[config.mk]
export PLATFORM = sky130hd
export DESIGN_NAME = bst_transceiver
export DESIGN_NICKNAME = d
export VERILOG_FILES = /design/src/rtl/bst_pkg.sv /design/src/rtl/bst_transceiver.sv
export SDC_FILE = /design/constraint.sdc
export NUM_CORES = 1
export LEC_CHECK = 0
export ABC_AREA = 1
export BUFFER_PORTS_ARGS = -buffer_cell sky130_fd_sc_hd__buf_2
export CAP_MARGIN = 20
export CORE_UTILIZATION = 38
export CTS_BUF_LIST = sky130_fd_sc_hd__clkbuf_16
export CTS_CLUSTER_DIAMETER = 150
export DETAILED_ROUTE_END_ITERATION = 10
export PLACE_DENSITY = 0.61
export SYNTH_ARGS = -nofsm -noshare
export SYNTH_HDL_FRONTEND = slang
export SYNTH_SLANG_ARGS = --single-unit
[constraint.sdc]
create_clock -name clk_sys_in -period 4 [get_ports clk_sys_in]
set_input_delay 0.8 -clock clk_sys_in [delete_from_list [all_inputs] [get_ports clk_sys_in]]
set_output_delay 0.8 -clock clk_sys_in [all_outputs]
set_load 0.05 [all_outputs]
[src/rtl/bst_pkg.sv]
/*
  Constants, register map and carrier types of the bisync serial transceiver.
  Assumes a single system clock; the modem bit clocks are sampled as plain inputs.
*/
package bst_pkg;

  // ----------------------------------------
  // Register byte offsets
  // ----------------------------------------
  localparam logic [4:0] BST_ADDR_DATA = 5'h00;
  localparam logic [4:0] BST_ADDR_MODE = 5'h04;
  localparam logic [4:0] BST_ADDR_CMD = 5'h08;
  localparam logic [4:0] BST_ADDR_STAT = 5'h0c;
  localparam logic [4:0] BST_ADDR_SYNC1 = 5'h10;
  localparam logic [4:0] BST_ADDR_SYNC2 = 5'h14;

  // ----------------------------------------
  // Status bit positions
  // ----------------------------------------
  localparam int BST_ST_TX_READY = 0;
  localparam int BST_ST_RX_CHAR_READY = 1;
  localparam int BST_ST_TXE = 2;
  localparam int BST_ST_PE = 3;
  localparam int BST_ST_OE = 4;
  localparam int BST_ST_SYNC_DETECT = 6;
  localparam int BST_ST_DSR = 7;

  // ----------------------------------------
  // Word layouts and reset values
  // ----------------------------------------
  typedef struct packed {
    logic single_sync;
    logic ext_sync;
    logic even_par;
    logic par_en;
    logic [1:0] len_code;
    logic [1:0] unused;
  } bst_mode_s;

  typedef struct packed {
    logic hunt;
    logic int_reset;
    logic rts;
    logic err_rst;
    logic brk;
    logic rxen;
    logic dtr;
    logic txen;
  } bst_cmd_s;

  localparam logic [7:0] BST_MODE_RST = 8'h0c;
  localparam logic [7:0] BST_CMD_RST = 8'h00;
  localparam logic [7:0] BST_SYNC_RST = 8'h00;
  localparam logic [3:0] BST_MIN_LEN = 4'h5;

  typedef enum logic [3:0] {
    RX_HUNT = 4'b0001,
    RX_TAIL = 4'b0010,
    RX_SYNC2 = 4'b0100,
    RX_DATA = 4'b1000
  } bst_rx_e;

endpackage

[src/rtl/bst_transceiver.sv]
/*
  Bisync serial transceiver: Avalon-MM register slave, transmitter with sync fill,
  receiver with hunt and double-sync detection, modem control lines.
  Assumes modem bit clocks are far slower than clk_sys_in and arrive asynchronously.
*/
// The Avalon-MM slave port and the register addresses were decided locally.
`timescale 1ns/1ns
`default_nettype none
module bst_transceiver
  import bst_pkg::*;
(
  input wire logic clk_sys_in,
  input wire logic arst_n_in,
  input wire logic ce_in,
  input wire logic [4:0] avs_address_in,
  input wire logic avs_read_in,
  input wire logic avs_write_in,
  input wire logic [31:0] avs_writedata_in,
  input wire logic [3:0] avs_byteenable_in,
  output logic [31:0] avs_readdata_out,
  output logic avs_waitrequest_out,
  input wire logic tx_clk_in,
  input wire logic rx_clk_in,
  input wire logic cts_n_in,
  input wire logic dsr_n_in,
  input wire logic rxd_in,
  input wire logic sync_detect_in,
  output logic sync_detect_out,
  output logic sync_detect_oe_out,
  output logic txd_out,
  output logic rts_n_out,
  output logic dtr_n_out,
  output logic tx_ready_out,
  output logic rx_char_ready_out
);

  // ----------------------------------------
  // Helpers
  // ----------------------------------------
  function automatic logic [3:0] char_len_f(input bst_mode_s m);
    char_len_f = BST_MIN_LEN + {2'b00, m.len_code};
  endfunction

  function automatic logic [3:0] frame_bits_f(input bst_mode_s m);
    frame_bits_f = char_len_f(m) + {3'b000, m.par_en};
  endfunction

  function automatic logic [7:0] len_mask_f(input bst_mode_s m);
    len_mask_f = 8'hff >> (4'h8 - char_len_f(m));
  endfunction

  function automatic logic [8:0] frame_f(input logic [7:0] d, input bst_mode_s m);
    logic [8:0] f;
    f = {1'b0, d & len_mask_f(m)};
    if (m.par_en) begin
      f[char_len_f(m)] = (^f[7:0]) ^ ~m.even_par;
    end
    frame_f = f;
  endfunction

  // ----------------------------------------
  // Input synchronisers
  // ----------------------------------------
  // Order: tx clock, rx clock, cts, dsr, rxd, sync pin.
  logic [5:0] meta_q;
  logic [5:0] sync_q;
  logic [2:0] prev_q;
  logic txc_s, rxc_s, cts_n_s, dsr_n_s, rxd_s, sdi_s;

  always_ff @(posedge clk_sys_in or negedge arst_n_in) begin
    if (!arst_n_in) begin
      meta_q <= 6'h3f;
      sync_q <= 6'h3f;
      prev_q <= 3'h7;
    end else if (ce_in) begin
      meta_q <= {tx_clk_in, rx_clk_in, cts_n_in, dsr_n_in, rxd_in, sync_detect_in};
      sync_q <= meta_q;
      prev_q <= {sync_q[5], sync_q[4], sync_q[0]};
    end
  end

  assign {txc_s, rxc_s, cts_n_s, dsr_n_s, rxd_s, sdi_s} = sync_q;

  logic tx_fall, rx_rise, sdi_rise;
  assign tx_fall = prev_q[2] & ~txc_s;
  assign rx_rise = ~prev_q[1] & rxc_s;
  assign sdi_rise = ~prev_q[0] & sdi_s;

  // ----------------------------------------
  // Avalon-MM slave
  // ----------------------------------------
  // One wait cycle per access keeps read data registered and fixed latency.
  logic wait_q;
  logic [7:0] rdata_q;
  logic req, acc, wr_ev, rd_ev;
  logic [7:0] wd;

  assign req = avs_read_in | avs_write_in;
  assign acc = req & ~wait_q;
  assign wr_ev = acc & avs_write_in & avs_byteenable_in[0];
  assign rd_ev = acc & avs_read_in;
  assign wd = avs_writedata_in[7:0];

  bst_mode_s wd_mode;
  bst_cmd_s wd_cmd;
  assign wd_mode = bst_mode_s'(wd);
  assign wd_cmd = bst_cmd_s'(wd);

  logic wr_data, wr_mode, wr_cmd, rd_data, rd_stat;
  assign wr_data = wr_ev & (avs_address_in == BST_ADDR_DATA);
  assign wr_mode = wr_ev & (avs_address_in == BST_ADDR_MODE);
  assign wr_cmd = wr_ev & (avs_address_in == BST_ADDR_CMD);
  assign rd_data = rd_ev & (avs_address_in == BST_ADDR_DATA);
  assign rd_stat = rd_ev & (avs_address_in == BST_ADDR_STAT);

  bst_mode_s mode_q;
  bst_cmd_s cmd_q;
  logic [7:0] sync1_q, sync2_q, thr_q, rbr_q;
  logic thr_full_q, txe_q, tx_rdy_q, rx_char_ready_q, pe_q, oe_q, syn_q;
  logic [7:0] status;

  // Bit positions come from the package so that software and logic share one map.
  always_comb begin
    status = 8'h00;
    status[BST_ST_TX_READY] = tx_rdy_q;
    status[BST_ST_RX_CHAR_READY] = rx_char_ready_q;
    status[BST_ST_TXE] = txe_q;
    status[BST_ST_PE] = pe_q;
    status[BST_ST_OE] = oe_q;
    status[BST_ST_SYNC_DETECT] = syn_q;
    status[BST_ST_DSR] = ~dsr_n_s;
  end

  always_ff @(posedge clk_sys_in or negedge arst_n_in) begin
    if (!arst_n_in) begin
      wait_q <= 1'b1;
      rdata_q <= 8'h00;
    end else if (ce_in) begin
      wait_q <= ~(req & wait_q);
      if (req & wait_q) begin
        case (avs_address_in)
          BST_ADDR_DATA: rdata_q <= rbr_q;
          BST_ADDR_MODE: rdata_q <= mode_q;
          BST_ADDR_CMD: rdata_q <= cmd_q;
          BST_ADDR_STAT: rdata_q <= status;
          BST_ADDR_SYNC1: rdata_q <= sync1_q;
          BST_ADDR_SYNC2: rdata_q <= sync2_q;
          default: rdata_q <= 8'h00;
        endcase
      end
    end
  end

  assign avs_waitrequest_out = wait_q;
  assign avs_readdata_out = {24'h000000, rdata_q};

  // ----------------------------------------
  // Mode, command, sync and modem control
  // ----------------------------------------
  logic rts_n_q, dtr_n_q, sdo_oe_q;

  always_ff @(posedge clk_sys_in or negedge arst_n_in) begin
    if (!arst_n_in) begin
      mode_q <= BST_MODE_RST;
      cmd_q <= BST_CMD_RST;
      sync1_q <= BST_SYNC_RST;
      sync2_q <= BST_SYNC_RST;
      rts_n_q <= 1'b1;
      dtr_n_q <= 1'b1;
      sdo_oe_q <= 1'b1;
    end else if (ce_in) begin
      if (wr_mode) begin
        mode_q <= wd;
        sdo_oe_q <= ~wd_mode.ext_sync;
      end
      if (wr_cmd) begin
        cmd_q <= wd;
        rts_n_q <= ~wd_cmd.rts;
        dtr_n_q <= ~wd_cmd.dtr;
      end
      if (wr_ev & (avs_address_in == BST_ADDR_SYNC1)) sync1_q <= wd;
      if (wr_ev & (avs_address_in == BST_ADDR_SYNC2)) sync2_q <= wd;
    end
  end

  assign rts_n_out = rts_n_q;
  assign dtr_n_out = dtr_n_q;
  assign sync_detect_oe_out = sdo_oe_q;

  // ----------------------------------------
  // Transmitter
  // ----------------------------------------
  logic tx_on_q, fill_sel_q, txd_q;
  logic [7:0] tsh_q;
  logic [3:0] tbits_q;
  logic tx_en, load_thr, load_fill;
  logic [8:0] tx_word;

  assign tx_en = cmd_q.txen & ~cts_n_s;
  assign load_thr = tx_fall & (tbits_q == 4'h0) & thr_full_q & (tx_en | tx_on_q);
  assign load_fill = tx_fall & (tbits_q == 4'h0) & ~thr_full_q & tx_on_q & tx_en;
  assign tx_word = load_thr ? frame_f(thr_q, mode_q) :
                   frame_f((fill_sel_q & ~mode_q.single_sync) ? sync2_q : sync1_q, mode_q);

  always_ff @(posedge clk_sys_in or negedge arst_n_in) begin
    if (!arst_n_in) begin
      txd_q <= 1'b1;
      tsh_q <= 8'h00;
      tbits_q <= 4'h0;
      tx_on_q <= 1'b0;
      fill_sel_q <= 1'b0;
    end else if (ce_in && tx_fall) begin
      if (tbits_q != 4'h0) begin
        txd_q <= tsh_q[0];
        tsh_q <= tsh_q >> 1;
        tbits_q <= tbits_q - 4'h1;
      end else if (load_thr | load_fill) begin
        txd_q <= tx_word[0];
        tsh_q <= tx_word[8:1];
        tbits_q <= frame_bits_f(mode_q) - 4'h1;
        tx_on_q <= 1'b1;
        fill_sel_q <= load_fill ? ~fill_sel_q : 1'b0;
      end else begin
        txd_q <= 1'b1;
        tx_on_q <= 1'b0;
        fill_sel_q <= 1'b0;
      end
    end
  end

  assign txd_out = txd_q;

  logic thr_full_d;
  assign thr_full_d = wr_data | (thr_full_q & ~load_thr);

  always_ff @(posedge clk_sys_in or negedge arst_n_in) begin
    if (!arst_n_in) begin
      thr_q <= 8'h00;
      thr_full_q <= 1'b0;
      tx_rdy_q <= 1'b0;
      txe_q <= 1'b1;
    end else if (ce_in) begin
      if (wr_data) thr_q <= wd;
      thr_full_q <= thr_full_d;
      tx_rdy_q <= (wr_cmd ? wd_cmd.txen : cmd_q.txen) & ~thr_full_d;
      if (load_fill) begin
        txe_q <= 1'b1;
      end else if (wr_data) begin
        txe_q <= 1'b0;
      end
    end
  end

  assign tx_ready_out = tx_rdy_q;

  // ----------------------------------------
  // Receiver
  // ----------------------------------------
  bst_rx_e rx_st_q;
  logic [8:0] rsr_q;
  logic [3:0] rcnt_q;
  logic [8:0] rsr_n, rx_frame, hunt_win;
  logic last_bit, sync1_hit, sync2_hit, perr;
  logic char_ev, syn_ev;

  assign rsr_n = {rxd_s, rsr_q[8:1]};
  assign rx_frame = rsr_n >> (4'h9 - frame_bits_f(mode_q));
  assign hunt_win = rsr_n >> (4'h9 - char_len_f(mode_q));
  assign last_bit = (rcnt_q == frame_bits_f(mode_q) - 4'h1);
  assign sync1_hit = (hunt_win[7:0] == (sync1_q & len_mask_f(mode_q)));
  assign sync2_hit = ((rx_frame[7:0] & len_mask_f(mode_q)) == (sync2_q & len_mask_f(mode_q)));
  assign perr = mode_q.par_en & ((^rx_frame) ^ ~mode_q.even_par);
  assign char_ev = rx_rise & (rx_st_q == RX_DATA) & last_bit;
  assign syn_ev = (rx_rise & ~mode_q.ext_sync & (rx_st_q == RX_SYNC2) & last_bit & sync2_hit) |
                  (mode_q.ext_sync & sdi_rise & (rx_st_q == RX_HUNT));

  always_ff @(posedge clk_sys_in or negedge arst_n_in) begin
    if (!arst_n_in) begin
      rsr_q <= 9'h000;
    end else if (ce_in && rx_rise) begin
      rsr_q <= rsr_n;
    end
  end

  // Without parity the first sync has no tail bit, so a match moves straight on.
  always_ff @(posedge clk_sys_in or negedge arst_n_in) begin
    if (!arst_n_in) begin
      rx_st_q <= RX_HUNT;
      rcnt_q <= 4'h0;
    end else if (ce_in) begin
      if (wr_cmd & wd_cmd.hunt) begin
        rx_st_q <= RX_HUNT;
        rcnt_q <= 4'h0;
      end else if (syn_ev & mode_q.ext_sync) begin
        rx_st_q <= RX_DATA;
        rcnt_q <= 4'h0;
      end else if (rx_rise) begin
        case (rx_st_q)
          RX_HUNT: begin
            if (~mode_q.ext_sync & sync1_hit) begin
              rcnt_q <= mode_q.par_en ? char_len_f(mode_q) : 4'h0;
              if (mode_q.par_en) begin
                rx_st_q <= RX_TAIL;
              end else begin
                rx_st_q <= mode_q.single_sync ? RX_DATA : RX_SYNC2;
              end
            end
          end
          RX_TAIL: begin
            rcnt_q <= 4'h0;
            rx_st_q <= mode_q.single_sync ? RX_DATA : RX_SYNC2;
          end
          RX_SYNC2: begin
            if (last_bit) begin
              rcnt_q <= 4'h0;
              rx_st_q <= sync2_hit ? RX_DATA : RX_HUNT;
            end else begin
              rcnt_q <= rcnt_q + 4'h1;
            end
          end
          RX_DATA: begin
            rcnt_q <= last_bit ? 4'h0 : rcnt_q + 4'h1;
          end
          default: begin
            rx_st_q <= RX_HUNT;
            rcnt_q <= 4'h0;
          end
        endcase
      end
    end
  end

  // ----------------------------------------
  // Receive flags
  // ----------------------------------------
  // Hardware events win over a clear arriving in the same cycle.
  always_ff @(posedge clk_sys_in or negedge arst_n_in) begin
    if (!arst_n_in) begin
      rbr_q <= 8'h00;
      rx_char_ready_q <= 1'b0;
      pe_q <= 1'b0;
      oe_q <= 1'b0;
      syn_q <= 1'b0;
    end else if (ce_in) begin
      if (char_ev) rbr_q <= rx_frame[7:0] & len_mask_f(mode_q);
      if (!cmd_q.rxen) begin
        rx_char_ready_q <= 1'b0;
      end else if (char_ev) begin
        rx_char_ready_q <= 1'b1;
      end else if (rd_data) begin
        rx_char_ready_q <= 1'b0;
      end
      if (char_ev & perr) begin
        pe_q <= 1'b1;
      end else if (wr_cmd & wd_cmd.err_rst) begin
        pe_q <= 1'b0;
      end
      if (char_ev & rx_char_ready_q & ~rd_data) begin
        oe_q <= 1'b1;
      end else if (wr_cmd & wd_cmd.err_rst) begin
        oe_q <= 1'b0;
      end
      if (syn_ev) begin
        syn_q <= 1'b1;
      end else if (rd_stat) begin
        syn_q <= 1'b0;
      end
    end
  end

  // The pin drive is registered from the next flag and direction values, so it
  // follows the status flag in the same cycle instead of one cycle late.
  logic sd_pin_q;

  always_ff @(posedge clk_sys_in or negedge arst_n_in) begin
    if (!arst_n_in) begin
      sd_pin_q <= 1'b0;
    end else if (ce_in) begin
      sd_pin_q <= (syn_ev | (syn_q & ~rd_stat)) &
                  (wr_mode ? ~wd_mode.ext_sync : sdo_oe_q);
    end
  end

  assign rx_char_ready_out = rx_char_ready_q;
  assign sync_detect_out = sd_pin_q;

endmodule
`default_nettype wire

==> results by group, run 1 <==
Layout
  – Final #Nets: 1178
  – Final Core Density: 0.440
  – ANT cells: 0
  – Synthesis-to-finish area growth: 12.5%
  – Layout cells sized above 1: 0.123
  – Finished Layout Cells: 1388
  – Design area: 8290 µm²

STA
  – Slew Limit Fails: 0
  – WHS: 461 ps
  – Worst-margin pin slew: 914 ps
  – Final min period: 3490 ps
  – Max Freq: 286 MHz
  – Fin crit share: 0.873
  – Final Hold Viols: 0
  – Final setup violation count: 0
  – Worst slew margin: 0.391
  – Setup TNS Final: 0 ps
  – Max Clock Skew: 8.17 ps
  – RSZ-0062 raised after global routing: false

Logic synthesis
  – Syn Area/Cell: 6.86 µm²
  – Synthesis warning total: 0
  – Ranking of synthesized cells by area: dfrtp_1 (31%), nand2_1 (18%), dfstp_2 (8.6%), nand3_1 (8.4%), inv_1 (5.7%)
  – Netlist cell types: 44
  – Yosys top cell area share: 0.306
  – Post-synthesis register bit count: 114
  – Seq/Total Area, Yosys: 0.392
  – FFs w/ async S/R, synth: 1.00
  – Cell taking the most area after synthesis: dfrtp_1
  – Prevailing post-synth register cell: dfrtp_1
  – Cell Area, Synth: 7360 µm²
  – Mapped Cells: 1073
  – EDFF count, synth: 0

Floorplanning
  – Die extent in x: 141 µm
  – DIE HEIGHT: 141 µm
  – Core area: 18800 µm²
  – I/O pin count: 92
  – Initial Utilization: 0.391
  – Die area: 19900 µm²
  – Row cnt: 50

Pwr
  – Static Leakage: 4.18 nW
  – Power density cells: 560 nW/µm²
  – Max VDD drop: 0.318 mV

Clock network
  – Sink Count: 114
  – Cts bufs inserted: 17
  – CTS hold repair buffers: 0
  – Postcts setup bufs: 0
  – Root Driver: clkbuf_16
  – Clock Path Buffers: 2
  – Clk_lat worst skew: 430 ps
  – CTS resizes: 0
  – Clk slew on worst S/H paths: 60 ps
  – CTS H-Tree Depth: 4
  – CTS tree: built

GRT
  – Vias in the first global route: 6399
  – First-pass GRT wire length: 34400 µm
  – Initial antenna violation count: 0
  – Gr usage total: 0.225
  – Grt ovf: 0
  – Largest net degree at the start of global routing: 73

Critical path
  – Arrival time worst endpoint: 3860 ps
  – Worst setup startpoint: mode_q[2]
  – CP Max Fanout: 19
  – Nature of the critical path startpoint: register
  – Crit path required time: 4370 ps
  – Setup crit end: pe_q
  – R2r endpoint: pe_q
  – Worst reg2reg startpoint: mode_q[2]
  – Register-to-Register Path Depth: 16
  – Register-to-register setup slack: 510 ps
  – Critical path class: reg2reg
  – Worst Setup End Kind: register

Placed design
  – Port buffer count: 40
  – Routability-driven placement congestion ratio: 0.859
  – Placed Instances: 1356
  – HPWL after DPL: 16100 µm
  – Post-placement cell area: 7750 µm²

Route
  – First-pass detailed-route iteration total: 7
  – Post-route antenna net violation count: 0
  – Per-cell routed wire length: 15.4 µm
  – Routed via count: 7063
  – Vias per Instance: 5.09
  – Final wirelength: 21400 µm
  – Iteration-0 DRC Markers: 625
  – DRC violations left: 0

Run
  – MaxCap Viol Count: 0

Status
  – Status: finished clean

Worst hold path
  – Min-delay worst type: reg2reg
[per-layer routing]
metal  track usage  up-vias  part of all wire  wire length, µm
met5             0        -                 0                0
met4        0.0584        0             0.011              231
met3        0.0384       19             0.052             1120
met2         0.353      218              0.46             9770
met1         0.319     3299              0.48            10300
li1              -     3527                 -                -
[stage by stage]
step,worst slack (ps),power [W]
6_report,509,0.00464
3_3_place_gp,609,0.00321
4_1_cts,528,0.00465
3_5_place_dp,562,0.00324
5_1_grt,257,0.00495
2_1_floorplan,1080,0.00281
[worst max-delay path: stages, from the launching register on]
cell	delay, ps
dfstp_2	370
inv_2	260
ha_1	200
inv_1	70
fa_1	510
inv_2	130
ha_1	190
inv_1	60
nand2_1	70
nand2_2	100
o21ai_1	300
xor2_1	110
nor2_1	160
nand3_2	400
nor2_1	240
nand3_1	170
nand2_1	90
[cells in the final DEF, fill, tap and decap left out, types with 9 or more instances in the layout]
cell and n:
nand4_1 12, dfrtp_1 90, a21oi_1 27, o21ai_1 18
inv_1 111, o21ai_0 71, inv_2 13, o31ai_1 9
a221oi_1 10, buf_2 39, nand3_1 124, ha_1 10
clkbuf_16 17, buf_4 14, o22ai_1 11, nand2_1 361
nor2_1 73, dfstp_2 24, conb_1 24
[flip-flops by register name, indices dropped and copies added (netlist names), 6 cells and up]
signal and count:
cmd_q 8, sync_q 6, meta_q 6, rbr_q 8, sync2_q 8, thr_q 8
tsh_q 8, sync1_q 8, rsr_q 8, rdata_q 8, mode_q 8
[synthesized netlist by cell type (6+ instances only)]
| library cell | instances |
|---|---|
| buf_2 | 8 |
| nand2_1 | 361 |
| nand3_1 | 124 |
| clkbuf_1 | 14 |
| nor3_1 | 6 |
| a221oi_1 | 10 |
| a21oi_1 | 27 |
| buf_4 | 27 |
| o21ai_1 | 18 |
| inv_1 | 111 |
| nand4_1 | 12 |
| nor2_1 | 73 |
| dfstp_2 | 24 |
| inv_2 | 13 |
| ha_1 | 10 |
| dfrtp_1 | 90 |
| o22ai_1 | 11 |
| xor2_1 | 6 |
| o21ai_0 | 71 |
| o31ai_1 | 9 |
[worst min path at each step]
stage                    from         to  slack (ps)  cells after the start
global route        meta_q[1]  meta_q[1]         480                      2
floorplan            cmd_q[4]   cmd_q[4]         440                      2
finish              meta_q[3]  meta_q[3]         460                      2
global placement    meta_q[2]  sync_q[2]         450                      2
CTS                 meta_q[3]  sync_q[3]         460                      2
detailed placement  meta_q[3]  sync_q[3]         460                      2
[kinds of logic after synthesis]
logic type / Yosys count / share of synthesized area
buffers and inverters: 180 / 0.109
xor gates and xnor gates: 11 / 0.0131
AOI/OAI and AO/OA: 163 / 0.129
other: 1 / 0.000509
adders and majority gates: 11 / 0.0197
DFF: 114 / 0.392
and+or+nand+nor: 593 / 0.337
[cell type report]
type                       count  area [µm²]
multi-input combinational    802        3760
fill                        1989       10500
clock buffer                  17         425
clock inverter                15         110
sequential                   114        2880
timing repair buffer          53         300
tap                          260         325
inverter                     127         477
[power breakdown]
| group | internal (W) | leakage, nW | switching (W) |
|---|---|---|---|
| registers | 0.00137 | 1.40 | 0.000181 |
| clock network | 0.000792 | 0.252 | 0.000609 |
| logic | 0.000517 | 2.52 | 0.00118 |
| total | 0.00267 | 4.18 | 0.00197 |
No activity file was read; power rests on OpenSTA's default activity.
==> inputs of run 2 (changes only) <==
--- a/config.mk
+++ b/config.mk
@@ -8,11 +8,11 @@
 export ABC_AREA = 1
 export BUFFER_PORTS_ARGS = -buffer_cell sky130_fd_sc_hd__buf_2
 export CAP_MARGIN = 20
-export CORE_UTILIZATION = 38
+export CORE_UTILIZATION = 59
 export CTS_BUF_LIST = sky130_fd_sc_hd__clkbuf_16
 export CTS_CLUSTER_DIAMETER = 150
 export DETAILED_ROUTE_END_ITERATION = 10
-export PLACE_DENSITY = 0.61
+export PLACE_DENSITY = 0.86
 export SYNTH_ARGS = -nofsm -noshare
 export SYNTH_HDL_FRONTEND = slang
 export SYNTH_SLANG_ARGS = --single-unit
==> constraint.sdc (replaced) <==
create_clock -name clk_sys_in -period 4 [get_ports clk_sys_in]
set_input_delay 0.6 -clock clk_sys_in [delete_from_list [all_inputs] [get_ports clk_sys_in]]
set_output_delay 0.6 -clock clk_sys_in [all_outputs]
set_load 0.05 [all_outputs]
==> results by group, run 2 (synthesis gave the netlist of run 1 again) <==
Status
  – Status: finished clean (unchanged)

Pwr
  – Max VDD drop: 0.357 mV (was 0.318 mV)
  – Power density cells: 584 nW/µm² (was 560 nW/µm²)
  – Static Leakage: 4.20 nW (was 4.18 nW)

Route
  – Per-cell routed wire length: 15.9 µm (was 15.4 µm)
  – DRC violations left: 0 (unchanged)
  – Routed via count: 7359 (was 7063)
  – Vias per Instance: 5.69 (was 5.09)
  – Post-route antenna net violation count: 0 (unchanged)
  – First-pass detailed-route iteration total: 6 (was 7)
  – Final wirelength: 20500 µm (was 21400 µm)
  – Iteration-0 DRC Markers: 805 (was 625)

STA
  – Setup TNS Final: 0 ps (unchanged)
  – RSZ-0062 raised after global routing: false (unchanged)
  – Slew Limit Fails: 0 (unchanged)
  – Fin crit share: 0.887 (was 0.873)
  – Max Clock Skew: 6.88 ps (was 8.17 ps)
  – Final min period: 3550 ps (was 3490 ps)
  – Worst slew margin: 0.410 (was 0.391)
  – Worst-margin pin slew: 882 ps (was 914 ps)
  – Max Freq: 282 MHz (was 286 MHz)
  – Final Hold Viols: 0 (unchanged)
  – Final setup violation count: 0 (unchanged)

GRT
  – Met3 Use GR: 0.0707 (was 0.0384)
  – Grt ovf: 0 (unchanged)
  – Initial antenna violation count: 0 (unchanged)
  – Gr usage total: 0.339 (was 0.225)
  – M2 GR Usage: 0.525 (was 0.353)
  – Largest net degree at the start of global routing: 64 (was 73)
  – GRT Max-Usage Layer: met2 (unchanged)
  – Met1 GRT Util: 0.440 (was 0.319)
  – First-pass GRT wire length: 33300 µm (was 34400 µm)
  – Vias in the first global route: 6796 (was 6399)

Critical path
  – Register-to-Register Path Depth: 18 (was 16)
  – Worst Setup End Kind: register (unchanged)
  – Worst reg2reg startpoint: mode_q[2] (unchanged)
  – Arrival time worst endpoint: 3920 ps (was 3860 ps)
  – Most frequent CP cell: nand2_1
  – CP Max Fanout: 13 (was 19)
  – Worst-path cell chain: inv_2 -> buf_4 -> fa_1 -> buf_4 -> inv_1 -> nand2_1 -> nand2_1 -> nor2_2 -> nand3_1 -> nand2_1 -> inv_1 -> nand3_1 -> nand2_1 -> nor2_1 -> nand4_1 -> nand2_1 -> o21ai_1 -> nand2_1 (was inv_2 -> ha_1 -> inv_1 -> fa_1 -> inv_2 -> ha_1 -> inv_1 -> nand2_1 -> nand2_2 -> o21ai_1 -> xor2_1 -> nor2_1 -> nand3_2 -> nor2_1 -> nand3_1 -> nand2_1)
  – Critical path class: reg2reg (unchanged)
  – R2r endpoint: sync_detect_out (was pe_q)
  – Worst path slowest cell: dfstp_2 (was fa_1)
  – Crit-path max cell delay: 610 ps (was 510 ps)
  – Nature of the critical path startpoint: register (unchanged)
  – Crit path required time: 4370 ps (about the same)
  – Register-to-register setup slack: 450 ps (was 510 ps)

Layout
  – Layout cells sized above 1: 0.121 (was 0.123)
  – Register Area: 2880 µm² (unchanged)
  – # fillers: 1037 (was 1989)
  – Synthesis-to-finish area growth: 11.7% (was 12.5%)
  – Finished Layout Cells: 1294 (was 1388)
  – ANT cells: 0 (unchanged)
  – Area of the multi-input gates: 3760 µm² (unchanged)
  – Final #Nets: 1176 (was 1178)
  – Most frequent cells in the layout: nand2_1 (361), nand3_1 (124), inv_1 (111) (unchanged)
  – Commonest non-fill, non-tap cell in the layout: nand2_1 (unchanged)

Clock network
  – CTS hold repair buffers: 0 (unchanged)
  – Sink Count: 114 (unchanged)
  – Root Driver: clkbuf_16 (unchanged)
  – Clk_lat worst skew: 430 ps (about the same)
  – CTS resizes: 0 (unchanged)
  – CTS H-Tree Depth: 4 (unchanged)
  – Clock Path Buffers: 2 (unchanged)
  – Cts bufs inserted: 17 (unchanged)
  – CTS tree: built (unchanged)
  – Clk slew on worst S/H paths: 60 ps (about the same)
  – Postcts setup bufs: 0 (unchanged)

Floorplanning
  – Initial Utilization: 0.608 (was 0.391)
  – Row cnt: 40 (was 50)
  – Die extent in x: 114 µm (was 141 µm)
  – Die area: 12900 µm² (was 19900 µm²)
  – I/O pin count: 92 (unchanged)
  – Core area: 12100 µm² (was 18800 µm²)
  – DIE HEIGHT: 114 µm (was 141 µm)

Placed design
  – HPWL after DPL: 15000 µm (was 16100 µm)
  – Placed Instances: 1262 (was 1356)
  – Port buffer count: 40 (unchanged)
  – Routability-driven placement congestion ratio: 0.929 (was 0.859)

Worst hold path
  – Min-delay worst type: in2async (was reg2reg)

Run
  – MaxCap Viol Count: 0 (unchanged)
==> run 2: changes by cell type in the layout (fill, tap and decap cells not counted), sizes merged <==
cell,previous run,this run
clkinvlp,5,3
bufinv,0,3
clkinv,9,10
buf,53,51
inv,128,126
==> run 2: how the worst max path moves through the flow <==
stage          startpoint               to  depth (start not counted)
2_1_floorplan   mode_q[2]       rx_st_q[3]                         18
3_3_place_gp    mode_q[2]  sync_detect_out                         18
3_5_place_dp    mode_q[2]         rbr_q[4]                         11
4_1_cts         mode_q[2]  sync_detect_out                         18
5_1_grt         mode_q[2]  sync_detect_out                         18
6_report        mode_q[2]  sync_detect_out                         18
==> run 2: metrics by stage <==
step                      hold WS [ps]  utilization  setup slack, ps  area (µm²)  total power [W]
after CTS                          291        0.679              528        8230          0.00479
after detailed placement           453        0.629              561        7620          0.00322
after global routing               327        0.679              140        8230          0.00510
after floorplan                    304            -             1080        7450          0.00281
final                              267        0.679              450        8230          0.00481
after global placement             452        0.629              666        7620          0.00316
==> run 2: where the power goes <==
group | switching [W] | internal [W]
registers | 0.000183 | 0.00137
clock network | 0.000585 | 0.000982
logic | 0.00118 | 0.000515
total | 0.00195 | 0.00286
==> run 2: layout make-up <==
class	count	share of cell area
Inverter	127	0.0579
Clock inverter	15	0.0222
Timing Repair Buffer	51	0.0347
Clock buffer	17	0.0517
Tap cell	168	0.0255
Multi-Input combinational cell	802	0.458
Sequential cell	114	0.350
==> run 2: critical path: cells and delay by family, from the launching register on <==
family / cells / cell delay, ps
compound gates: 1 / 100
simple gates: 11 / 1460
buf+inv: 5 / 730
fa+ha+maj: 1 / 590
flops: 1 / 610
==> run 2: per-layer routing <==
layer	vias up	share of wire	wire (µm)
met5	-	0	0
met4	0	0.050	1020
met3	78	0.080	1640
met2	405	0.45	9270
met1	3349	0.42	8610
li1	3527	-	-
